`config.mk`:
```
export PLATFORM = sky130hd
export DESIGN_NAME = d4f_front
export DESIGN_NICKNAME = d
export VERILOG_FILES = /design/src/rtl/d4f_pkg.sv /design/src/rtl/d4f_fifo_if.sv /design/src/rtl/d4f_fifo.sv /design/src/rtl/d4f_front.sv
export SDC_FILE = /design/constraint.sdc
export NUM_CORES = 1
export LEC_CHECK = 0
export ABC_AREA = 0
export BUFFER_PORTS_ARGS = -buffer_cell sky130_fd_sc_hd__buf_4
export CORE_ASPECT_RATIO = 1.75
export CORE_MARGIN = 5
export CORE_UTILIZATION = 35
export CTS_CLUSTER_SIZE = 8
export DETAILED_ROUTE_END_ITERATION = 16
export SLEW_MARGIN = 20
export SYNTH_ARGS = -nofsm -noshare
export SYNTH_HDL_FRONTEND = slang
export SYNTH_SLANG_ARGS = --single-unit
export TNS_END_PERCENT = 1
```
`constraint.sdc`:
```
create_clock -name clk -period 10.59 [get_ports clk]
set_input_delay 1.059 -clock clk [delete_from_list [all_inputs] [get_ports clk]]
set_output_delay 1.059 -clock clk [all_outputs]
set_load 0.1 [all_outputs]
```
`src/rtl/d4f_pkg.sv`:
```
// Shared constants and types for the DDR4 command pin front end
package d4f_pkg;
    // ----------------------------------------
    // Types
    // ----------------------------------------
    typedef enum logic [2:0] {CMD_MRS, CMD_REF, CMD_PRE, CMD_WR, CMD_RD, CMD_ZQC, CMD_ACT,
                              CMD_SRE} d4f_cmd_t;
    typedef enum logic [1:0] {PWR_ON, PWR_PPD, PWR_APD, PWR_SR} d4f_pwr_t;
    // ----------------------------------------
    // Organisation
    // ----------------------------------------
    localparam int NUM_BG = 2;
    localparam int BANKS_PER_BG = 4;
    localparam int NUM_BANKS = NUM_BG * BANKS_PER_BG;
    localparam logic [3:0] BURST_FULL = 4'h8;
    localparam logic [3:0] BURST_CHOP = 4'h4;
    localparam int AP_BIT = 10;
    localparam int BC_BIT = 12;
    localparam int FIFO_DEPTH = 16;
    // ----------------------------------------
    // Row/column/write-enable encodings, activate high
    // ----------------------------------------
    localparam logic [2:0] ENC_MRS = 3'h0;
    localparam logic [2:0] ENC_REF = 3'h1;
    localparam logic [2:0] ENC_PRE = 3'h2;
    localparam logic [2:0] ENC_WR = 3'h4;
    localparam logic [2:0] ENC_RD = 3'h5;
    localparam logic [2:0] ENC_ZQC = 3'h6;
    // ----------------------------------------
    // Latency settings
    // ----------------------------------------
    localparam logic [1:0] AL_ZERO = 2'h0;
    localparam logic [1:0] AL_CL_M1 = 2'h1;
    localparam logic [1:0] AL_CL_M2 = 2'h2;
    // ----------------------------------------
    // Timing
    // ----------------------------------------
    localparam int CLK_MHZ = 40;
    localparam int PAR_RECOV_NS = 2000;
    localparam int PAR_RECOV_CYC = (PAR_RECOV_NS * CLK_MHZ) / 1000;
    localparam int CRC_PULSE_NS = 250;
    localparam int CRC_PULSE_CYC = (CRC_PULSE_NS * CLK_MHZ + 999) / 1000;
endpackage : d4f_pkg

```
`src/rtl/d4f_fifo_if.sv`:
```
// Valid/ready carrier between the front end and its write data FIFO
`timescale 1ns/10ps
interface d4f_fifo_if #(parameter int W = 18);
    logic [W-1:0] in_data;
    logic in_valid;
    logic in_ready;
    logic [W-1:0] out_data;
    logic out_valid;
    logic out_ready;
    modport fifo (input in_data, input in_valid, input out_ready,
                  output in_ready, output out_data, output out_valid);
    modport core (output in_data, output in_valid, output out_ready,
                  input in_ready, input out_data, input out_valid);
endinterface : d4f_fifo_if

```
`src/rtl/d4f_fifo.sv`:
```
// Write data FIFO with parameter width and depth
`timescale 1ns/10ps
module d4f_fifo #(
    parameter int W = 18,
    parameter int DEPTH = 16
) (
    // Clock and reset
    input wire logic clk,
    input wire logic resetn,
    // Both sides
    d4f_fifo_if.fifo f
);
    localparam int AW = $clog2(DEPTH);
    logic [W-1:0] mem [DEPTH];
    logic [AW:0] wr_ptr_r;
    logic [AW:0] rd_ptr_r;
    logic full;
    logic empty;

    assign empty = (wr_ptr_r == rd_ptr_r);
    assign full = (wr_ptr_r[AW] != rd_ptr_r[AW]) && (wr_ptr_r[AW-1:0] == rd_ptr_r[AW-1:0]);
    assign f.in_ready = !full;
    assign f.out_valid = !empty;
    assign f.out_data = mem[rd_ptr_r[AW-1:0]];

    always_ff @(posedge clk)
    begin
        if (f.in_valid && !full)
        begin
            mem[wr_ptr_r[AW-1:0]] <= f.in_data;
        end
    end

    always_ff @(posedge clk)
    begin
        if (!resetn)
        begin
            wr_ptr_r <= '0;
            rd_ptr_r <= '0;
        end
        else
        begin
            if (f.in_valid && !full)
            begin
                wr_ptr_r <= wr_ptr_r + 1'b1;
            end
            if (f.out_ready && !empty)
            begin
                rd_ptr_r <= rd_ptr_r + 1'b1;
            end
        end
    end
endmodule : d4f_fifo

```
`src/rtl/d4f_front.sv`:
```
// DDR4 x16 command, address and control pin front end
`timescale 1ns/10ps
//
// Contract
// - Sample command and address pins on the rising edge of the true clock.
// - Clock enable low enters precharge/active power-down by bank state, or self-refresh with a refresh command.
// - Power-down keeps clock, termination, clock enable buffers; self-refresh keeps clock enable.
// - Self-refresh exit detected from clock-sampled clock enable.
// - Commands with chip select high are ignored; chip select is part of the command.
// - Registered termination high applies nominal termination to data, strobes and masks.
// - Termination input ignored while nominal termination is disabled.
// - Activate low with select low decodes activate; shared pins become row bits 15,14.
// - Activate high makes row, column, write-enable pins a command code.
// - Byte mask sampled on both strobe edges; beats with both bytes masked are discarded.
// - Mode bits choose data mask or bus inversion function of the shared pin.
// - Inversion flag low means the byte is inverted, on writes and on reads.
// - Bank group input selects the bank group of activate, read, write, precharge.
// - Bank inputs select the bank; with bank group they select the mode register.
// - Eight banks in two groups of four.
// - Read latency of 9, 11 to 16 and 18 to 24 cycles.
// - Additive latency of zero, read latency minus one or minus two.
// - Burst of eight or chopped four, chosen per command.
// - Write latency of 9, 10, 11, 12, 14, 16, 18 or 20 cycles.
// - Address bit ten: auto-precharge on access, all banks on precharge.
// - Address bit twelve low chops the burst, high gives full burst.
// - Even parity over command, bank and address checked when enabled.
// - CRC error pulses alert low briefly; parity error holds it through recovery.
module d4f_front (
    // Clock and reset
    input wire logic clk,
    input wire logic resetn,
    // Link clock and command pins
    input wire logic ck_t,
    input wire logic ck_c,
    input wire logic cke,
    input wire logic cs_n,
    input wire logic act_n,
    input wire logic ras_n,
    input wire logic cas_n_a15,
    input wire logic we_n_a14,
    input wire logic bg0,
    input wire logic [1:0] ba,
    input wire logic [13:0] addr,
    input wire logic odt,
    input wire logic par,
    // Data pins
    input wire logic [1:0] dqs_t,
    input wire logic [15:0] dq_i,
    input wire logic [1:0] dm_dbi_n_i,
    output logic [15:0] dq_o,
    output logic dq_oe_n,
    output logic [1:0] dbi_n_o,
    output logic alert_n_o,
    output logic alert_oe_n,
    // Mode settings
    input wire logic rtt_nom_en,
    input wire logic mr5_dm_en,
    input wire logic mr5_wdbi_en,
    input wire logic mr5_rdbi_en,
    input wire logic par_en,
    input wire logic [4:0] cl_sel,
    input wire logic [1:0] al_sel,
    input wire logic [4:0] cwl_sel,
    input wire logic crc_err,
    // Decoded command
    output logic cmd_valid,
    output d4f_pkg::d4f_cmd_t cmd,
    output logic cmd_bg,
    output logic [1:0] cmd_ba,
    output logic [15:0] cmd_row,
    output logic [9:0] cmd_col,
    output logic cmd_ap,
    output logic cmd_bc4,
    output logic [2:0] mrs_sel,
    output logic par_err,
    // Power and termination
    output d4f_pkg::d4f_pwr_t pwr_state,
    output logic ck_buf_en,
    output logic cmd_buf_en,
    output logic odt_buf_en,
    output logic rtt_nom_on,
    output logic [d4f_pkg::NUM_BANKS-1:0] bank_open,
    // Latency
    output logic lat_ok,
    output logic [5:0] read_lat,
    output logic [5:0] write_lat,
    // Write data out
    output logic [15:0] wr_data,
    output logic [1:0] wr_be,
    output logic wr_valid,
    input wire logic wr_ready,
    output logic wr_drop,
    // Read data in
    input wire logic [15:0] rd_data,
    input wire logic rd_valid
);
    localparam int SW = 47;
    logic [SW-1:0] sync1_r;
    logic [SW-1:0] sync2_r;
    logic ck_d_r;
    logic dqs_d_r;
    logic ck_s, ckc_s, cke_s, cs_s, act_s, ras_s, cas_s, we_s, bg_s, odt_s, par_s, dqs_s;
    logic [1:0] ba_s;
    logic [1:0] dm_s;
    logic [13:0] addr_s;
    logic [15:0] dq_s;
    logic ck_rise;
    logic dqs_edge;
    logic par_bad;
    logic cke_prev_r;
    logic [3:0] wr_left;
    logic push_r;
    logic [15:0] push_data_r;
    logic [1:0] push_be_r;
    logic [7:0] alert_cnt_r;
    logic odt_r;
    logic [2:0] enc;
    d4f_fifo_if #(.W(18)) fq ();

    // ----------------------------------------
    // Functions
    // ----------------------------------------
    function automatic logic [2:0] bank_idx(input logic g, input logic [1:0] b);
        bank_idx = {g, b};
    endfunction : bank_idx

    function automatic logic ones_gt4(input logic [7:0] v);
        logic [3:0] n;
        n = 4'h0;
        for (int i = 0; i < 8; i++)
        begin
            n = n + {3'h0, v[i]};
        end
        ones_gt4 = (n > 4'h4);
    endfunction : ones_gt4

    // ----------------------------------------
    // Pin synchronisers
    // ----------------------------------------
    always_ff @(posedge clk)
    begin
        if (!resetn)
        begin
            sync1_r <= '0;
            sync2_r <= '0;
            ck_d_r <= 1'b0;
            dqs_d_r <= 1'b0;
        end
        else
        begin
            sync1_r <= {ck_t, ck_c, cke, cs_n, act_n, ras_n, cas_n_a15, we_n_a14, bg0, ba,
                        addr, odt, par, dqs_t, dq_i, dm_dbi_n_i};
            sync2_r <= sync1_r;
            ck_d_r <= ck_s;
            dqs_d_r <= dqs_s;
        end
    end

    // Only lane 0 strobe is kept; lane 1 strobe bit is skipped on purpose
    assign {ck_s, ckc_s, cke_s, cs_s, act_s, ras_s, cas_s, we_s, bg_s, ba_s, addr_s, odt_s,
            par_s, dqs_s} = {sync2_r[SW-1:20], sync2_r[18]};
    assign dq_s = sync2_r[17:2];
    assign dm_s = sync2_r[1:0];
    // True rising while the complement is low is the crossing point
    assign ck_rise = ck_s && !ckc_s && !ck_d_r;
    // Lane 0 strobe clocks both lanes; skew between lanes is invisible at this rate
    assign dqs_edge = dqs_s ^ dqs_d_r;
    assign enc = {ras_s, cas_s, we_s};
    assign par_bad = par_en
                     && ^{act_s, ras_s, cas_s, we_s, bg_s, ba_s, addr_s, par_s};

    // ----------------------------------------
    // Command decode
    // ----------------------------------------
    always_ff @(posedge clk)
    begin
        if (!resetn)
        begin
            cmd_valid <= 1'b0;
            cmd <= d4f_pkg::CMD_ZQC;
            cmd_bg <= 1'b0;
            cmd_ba <= 2'h0;
            cmd_row <= 16'h0000;
            cmd_col <= 10'h000;
            cmd_ap <= 1'b0;
            cmd_bc4 <= 1'b0;
            mrs_sel <= 3'h0;
            par_err <= 1'b0;
        end
        else
        begin
            cmd_valid <= 1'b0;
            par_err <= 1'b0;
            if (ck_rise && !cs_s && pwr_state == d4f_pkg::PWR_ON)
            begin
                cmd_bg <= bg_s;
                cmd_ba <= ba_s;
                mrs_sel <= bank_idx(bg_s, ba_s);
                cmd_row <= {cas_s, we_s, addr_s};
                cmd_col <= addr_s[9:0];
                cmd_ap <= addr_s[d4f_pkg::AP_BIT];
                cmd_bc4 <= !addr_s[d4f_pkg::BC_BIT];
                if (par_bad)
                begin
                    par_err <= 1'b1;
                end
                else if (cke_prev_r && !cke_s && act_s && enc == d4f_pkg::ENC_REF)
                begin
                    cmd_valid <= 1'b1;
                    cmd <= d4f_pkg::CMD_SRE;
                end
                else if (cke_prev_r && cke_s)
                begin
                    cmd_valid <= 1'b1;
                    if (!act_s)
                    begin
                        cmd <= d4f_pkg::CMD_ACT;
                    end
                    else
                    begin
                        unique case (enc)
                            d4f_pkg::ENC_MRS: cmd <= d4f_pkg::CMD_MRS;
                            d4f_pkg::ENC_REF: cmd <= d4f_pkg::CMD_REF;
                            d4f_pkg::ENC_PRE: cmd <= d4f_pkg::CMD_PRE;
                            d4f_pkg::ENC_WR: cmd <= d4f_pkg::CMD_WR;
                            d4f_pkg::ENC_RD: cmd <= d4f_pkg::CMD_RD;
                            d4f_pkg::ENC_ZQC: cmd <= d4f_pkg::CMD_ZQC;
                            default: cmd_valid <= 1'b0;
                        endcase
                    end
                end
            end
        end
    end

    // ----------------------------------------
    // Bank state, eight banks in two groups
    // ----------------------------------------
    always_ff @(posedge clk)
    begin
        if (!resetn)
        begin
            bank_open <= '0;
        end
        else if (cmd_valid)
        begin
            unique case (cmd)
                d4f_pkg::CMD_ACT: bank_open[bank_idx(cmd_bg, cmd_ba)] <= 1'b1;
                d4f_pkg::CMD_PRE:
                    if (cmd_ap)
                    begin
                        bank_open <= '0;
                    end
                    else
                    begin
                        bank_open[bank_idx(cmd_bg, cmd_ba)] <= 1'b0;
                    end
                d4f_pkg::CMD_RD, d4f_pkg::CMD_WR:
                    if (cmd_ap)
                    begin
                        bank_open[bank_idx(cmd_bg, cmd_ba)] <= 1'b0;
                    end
                default: bank_open <= bank_open;
            endcase
        end
    end

    // ----------------------------------------
    // Power state and input buffers
    // ----------------------------------------
    always_ff @(posedge clk)
    begin
        if (!resetn)
        begin
            pwr_state <= d4f_pkg::PWR_ON;
            cke_prev_r <= 1'b0;
            odt_r <= 1'b0;
        end
        else if (ck_rise)
        begin
            cke_prev_r <= cke_s;
            if (pwr_state != d4f_pkg::PWR_SR)
            begin
                odt_r <= odt_s;
            end
            if (pwr_state == d4f_pkg::PWR_ON && cke_prev_r && !cke_s)
            begin
                if (!cs_s && act_s && enc == d4f_pkg::ENC_REF)
                begin
                    pwr_state <= d4f_pkg::PWR_SR;
                end
                else if (|bank_open)
                begin
                    pwr_state <= d4f_pkg::PWR_APD;
                end
                else
                begin
                    pwr_state <= d4f_pkg::PWR_PPD;
                end
            end
            else if (pwr_state != d4f_pkg::PWR_ON && cke_s)
            begin
                pwr_state <= d4f_pkg::PWR_ON;
            end
        end
    end

    assign cmd_buf_en = (pwr_state == d4f_pkg::PWR_ON);
    assign ck_buf_en = (pwr_state != d4f_pkg::PWR_SR);
    assign odt_buf_en = (pwr_state != d4f_pkg::PWR_SR);
    assign rtt_nom_on = odt_r && rtt_nom_en;

    // ----------------------------------------
    // Latency check
    // ----------------------------------------
    always_comb
    begin
        logic cl_ok;
        logic cwl_ok;
        logic [5:0] al;
        al = 6'h00;
        cl_ok = (cl_sel == 5'h09) || (cl_sel >= 5'h0b && cl_sel <= 5'h10)
                || (cl_sel >= 5'h12 && cl_sel <= 5'h18);
        cwl_ok = (cwl_sel >= 5'h09 && cwl_sel <= 5'h0c) || cwl_sel == 5'h0e
                 || cwl_sel == 5'h10 || cwl_sel == 5'h12 || cwl_sel == 5'h14;
        unique case (al_sel)
            d4f_pkg::AL_ZERO: al = 6'h00;
            d4f_pkg::AL_CL_M1: al = {1'b0, cl_sel} - 6'h01;
            d4f_pkg::AL_CL_M2: al = {1'b0, cl_sel} - 6'h02;
            default:
            begin
                al = 6'h00;
                cl_ok = 1'b0;
            end
        endcase
        lat_ok = cl_ok && cwl_ok;
        read_lat = {1'b0, cl_sel} + al;
        write_lat = {1'b0, cwl_sel} + al;
    end

    // ----------------------------------------
    // Write data capture
    // ----------------------------------------
    always_ff @(posedge clk)
    begin
        if (!resetn)
        begin
            wr_left <= 4'h0;
            push_r <= 1'b0;
            push_data_r <= 16'h0000;
            push_be_r <= 2'h0;
        end
        else
        begin
            push_r <= 1'b0;
            if (ck_rise && !cs_s && cke_s && act_s && enc == d4f_pkg::ENC_WR
                && pwr_state == d4f_pkg::PWR_ON && !par_bad)
            begin
                wr_left <= addr_s[d4f_pkg::BC_BIT] ? d4f_pkg::BURST_FULL
                                                  : d4f_pkg::BURST_CHOP;
            end
            else if (dqs_edge && wr_left != 4'h0)
            begin
                wr_left <= wr_left - 4'h1;
                for (int l = 0; l < 2; l++)
                begin
                    // Mask wins if software sets both functions
                    push_be_r[l] <= mr5_dm_en ? dm_s[l] : 1'b1;
                    push_data_r[l*8 +: 8] <= (mr5_wdbi_en && !mr5_dm_en && !dm_s[l])
                                             ? ~dq_s[l*8 +: 8] : dq_s[l*8 +: 8];
                end
                push_r <= !mr5_dm_en || (|dm_s);
            end
        end
    end

    assign fq.in_valid = push_r;
    assign fq.in_data = {push_be_r, push_data_r};
    assign fq.out_ready = wr_ready;
    assign wr_valid = fq.out_valid;
    assign {wr_be, wr_data} = fq.out_data;
    // A full FIFO cannot stall the strobe, so the beat is lost and flagged
    assign wr_drop = push_r && !fq.in_ready;

    d4f_fifo #(.W(18), .DEPTH(d4f_pkg::FIFO_DEPTH)) u_fifo (
        .clk(clk),
        .resetn(resetn),
        .f(fq.fifo)
    );

    // ----------------------------------------
    // Read data drive with bus inversion
    // ----------------------------------------
    always_ff @(posedge clk)
    begin
        if (!resetn)
        begin
            dq_o <= 16'h0000;
            dbi_n_o <= 2'h3;
            dq_oe_n <= 1'b1;
        end
        else
        begin
            dq_oe_n <= !rd_valid;
            if (rd_valid)
            begin
                for (int l = 0; l < 2; l++)
                begin
                    if (mr5_rdbi_en && ones_gt4(rd_data[l*8 +: 8]))
                    begin
                        dq_o[l*8 +: 8] <= ~rd_data[l*8 +: 8];
                        dbi_n_o[l] <= 1'b0;
                    end
                    else
                    begin
                        dq_o[l*8 +: 8] <= rd_data[l*8 +: 8];
                        dbi_n_o[l] <= 1'b1;
                    end
                end
            end
        end
    end

    // ----------------------------------------
    // Alert
    // ----------------------------------------
    always_ff @(posedge clk)
    begin
        if (!resetn)
        begin
            alert_cnt_r <= 8'h00;
        end
        else if (par_err)
        begin
            alert_cnt_r <= 8'(d4f_pkg::PAR_RECOV_CYC);
        end
        else if (crc_err && alert_cnt_r == 8'h00)
        begin
            alert_cnt_r <= 8'(d4f_pkg::CRC_PULSE_CYC);
        end
        else if (alert_cnt_r != 8'h00)
        begin
            alert_cnt_r <= alert_cnt_r - 8'h01;
        end
    end

    assign alert_n_o = 1'b0;
    assign alert_oe_n = (alert_cnt_r == 8'h00);
endmodule : d4f_front

```
==> results by group <==
Yosys
  – Synth Area per Inst: between 10 and 15 um2
  – Post-synthesis cell count: between 1,000 and 1,500
  – Synthesized cell area: 0.0194 mm2
  – Mapped Nets: ~1,500
  – Most used DFF post-synth: edfxtp_1
  – Synth warn: 0
  – Synth unique cells: 57
  – EDFF count, synth: 288
  – Post-synthesis sequential area ratio: 64.8%
  – FFs w/ async S/R, synth: 0%
  – FF+latch count, synth: 483

STA
  – Total negative slack: 0 ns
  – Final hold violations: 0
  – Final Max Tran Viols: 0
  – RSZ-0062 raised after global routing: false
  – Worst-margin pin slew: 1.06 ns
  – Final worst setup slack: 5.91 ns
  – Skew final: around 0.028 ns
  – Min Tclk post-route: between 4 and 5 ns
  – Fmax: 0.214 GHz
  – Slew headroom: between 20% and 30%
  – Final worst path period share: 44.2%
  – Final setup violation count: 0

Global route
  – Largest net degree at the start of global routing: 114
  – Vias in the first global route: ~12,000
  – GR Overflow Total: 0
  – First-pass GRT wire length: 67.4 mm
  – Initial antenna violation count: 1
  – All-Layer GR Usage: 14.3%

Route
  – Avg WL per Cell: about 19 um
  – DR vias: 11,100
  – Met3 wire length: 2.08 mm
  – Post-route ant nets: 0
  – Total wire length: 43.3 mm
  – Via-per-instance ratio: 4.90
  – DRT iter0 DRCs: roughly 500
  – Max Used Layer: met4
  – Remaining DRCs: 0
  – DR pass1 iterations: 4
  – Met2 WL: roughly 24 mm
  – Post-Route M1 WL: 15.6 mm

Power
  – Total chip power: between 4 and 5 mW
  – Internal Power: 3.37 mW
  – Net switching component of the power: 1.11 mW
  – Combinational power share: under 10%
  – Peak supply drop: 0.126 mV
  – Sw Ratio: between 20% and 30%
  – P_leak: 8.93 nW
  – Seq pwr share: 45.4%
  – Pwr Density: 191 mW/mm2
  – Clock Power Share: 44.8%

Die
  – Row count: 114
  – Die height: 321 um
  – I/O pin total: 192
  – Core area: 0.0551 mm2
  – Initial Util: between 30% and 40%
  – Die outline area: 0.0603 mm2
  – Die span in x: 188 um

Worst setup path
  – Reg2Reg Depth: 6
  – Worst reg2reg startpoint: u_fifo.wr_ptr_r[2]
  – FF-to-FF setup slack: approximately 7.4 ns
  – R2R Path End: u_fifo.mem[7][3]
  – WP data arrival: 3.62 ns
  – Setup crit end: write_lat[5]
  – Critical Path RT: between 9 and 10 ns
  – Startpoint Class: input port
  – CP Launch Point: cl_sel[1]
  – Crit end category: output pin
  – CP max FO: 7
  – Kind of critical path: in2out

Clocking
  – CTS tree: built
  – Setup bufs post-CTS: 0
  – Post-CTS sizing: 0
  – Clock root buffer: clkbuf_16
  – Num CTS Buffers: 70
  – H-tree Lvls: 3
  – Clock sink count: 483
  – Clk Latency, worst-skew pair: 0.59 ns
  – CTS clk-pin slew, worst paths: 0.05 ns
  – CTS max path bufs: 3
  – # hold bufs at CTS: 0

Flow run
  – Max-cap violations: 0

Outcome
  – Status: completed

Final layout
  – Post-Layout Inst Area: 0.0235 mm2
  – Filler cells: 5,061
  – Final Util: around 43%
  – Final nets: approximately 1,700
  – Area delta synth->final: 21.4%
  – Commonest cells after routing, fill and taps aside: edfxtp_1 (288), buf_4 (211), dfxtp_1 (193), nor2_1 (99), and2_1 (97)
  – Share of cells above drive strength 1: 25.7%
  – Commonest non-fill, non-tap cell in the layout: edfxtp_1

Min path
  – HP Class: reg2reg

Placed design
  – IO buf count: roughly 190
  – Area after DPL: 0.0215 mm2
  – Final Wtd Congestion: 0.805
  – Worst slack, placed: 5.90 ns
  – HPWL after DPL: 28.1 mm
## kinds of logic after synthesis
logic type | Yosys count | share of synthesized area (%)
AOI/OAI and AO/OA | 158 | 5.66
buffers and inverters | 132 | 2.94
adders and majority gates | 46 | 3.36
other | 1 | 0.0194
muxes | 96 | 10.8
and+or+nand+nor | 341 | 8.67
DFF | 483 | 64.8
xor gates and xnor gates | 77 | 3.77
## metal layers
metal / GRT usage [%] / vias to the layer above
met5: 0 / -
met4: 5.78 / 0
met3: 2.98 / 74
met2: 27.4 / 296
met1: 15.2 / 5476
li1: - / 5253
## layout make-up
type	instances	area (um2)	share of cell area (%)
diodes	1	2.50	0.0106
repair buffers	211	1580	6.73
well taps	696	871	3.70
flip-flops and latches	483	12600	53.4
clock buffers	93	1840	7.81
inverters	56	210	0.894
multi-input cells	719	6300	26.8
clock inverters	8	155	0.660
## per-stage QoR
stage | instances | hold WS, ns
after floorplan | 1334 | 0.412
after global placement | 2165 | 0.415
after detailed placement | 2165 | 0.418
after CTS | 2266 | 0.426
after global routing | 2267 | 0.431
final | 2267 | 0.425
## sequential cells by signal, indices dropped and copies added (netlist names), 4 cells and up, named ones only
| signal | cells |
|---|---|
| push_data_r | 16 |
| sync1_r | 46 |
| bank_open | 8 |
| wr_left | 4 |
| alert_cnt_r | 8 |
| u_fifo.mem | 288 |
| sync2_r | 46 |
| u_fifo.wr_ptr_r | 5 |
| u_fifo.rd_ptr_r | 5 |
| cmd_row | 16 |
| dq_o | 16 |
## cell usage after synthesis, types with 6 or more instances
library cell    n  area [um2]
ha_1           36         450
o221a_2         8        90.1
fa_1           10         200
inv_1          56         210
o21ai_0        31         155
nand2b_1       12        75.1
and2_1         97         607
o211a_1        19         190
edfxtp_1      288        8650
and3_1          6        37.5
nor4_1          7        43.8
mux4_2         90        2030
nor2_1         99         372
buf_1          11        41.3
clkbuf_1       45         169
xor2_1         35         307
nor3_1         14        70.1
dfxtp_1       195        3900
xnor2_1        38         333
a21oi_1        41         205
a211oi_1       22         165
nand2_1        80         300
buf_4          17         128
## worst min-delay path by stage
| stage | startpoint | end | cells past startpoint |
|---|---|---|---|
| 5_1_grt | sync1_r[16] | sync2_r[16] | 1 |
| 3_5_place_dp | sync1_r[44] | sync2_r[44] | 1 |
| 2_1_floorplan | sync1_r[0] | sync2_r[0] | 1 |
| 3_3_place_gp | sync1_r[28] | sync2_r[28] | 1 |
| 4_1_cts | sync1_r[5] | sync2_r[5] | 1 |
| 6_report | sync1_r[5] | sync2_r[5] | 1 |
## power by group through the flow
stage	sequential, mW	combinational [mW]	clock, mW
final	2.03	0.441	2.01
after global routing	2.03	0.478	2.15
after CTS	2.03	0.444	2.07
after detailed placement	2.07	0.443	0
after global placement	2.07	0.436	0
after floorplan	2.13	0.276	0
## critical path, stage by stage
cell	delay [ns]
buf_4	0.14
inv_1	0.20
ha_1	0.27
nand2b_1	0.14
a21o_1	0.23
inv_1	0.10
ha_1	0.23
a21o_1	0.17
a21oi_1	0.22
o21bai_1	0.09
a21oi_1	0.17
xor2_1	0.25
buf_4	0.34
Note: power is estimated with default switching activity, not from simulation.
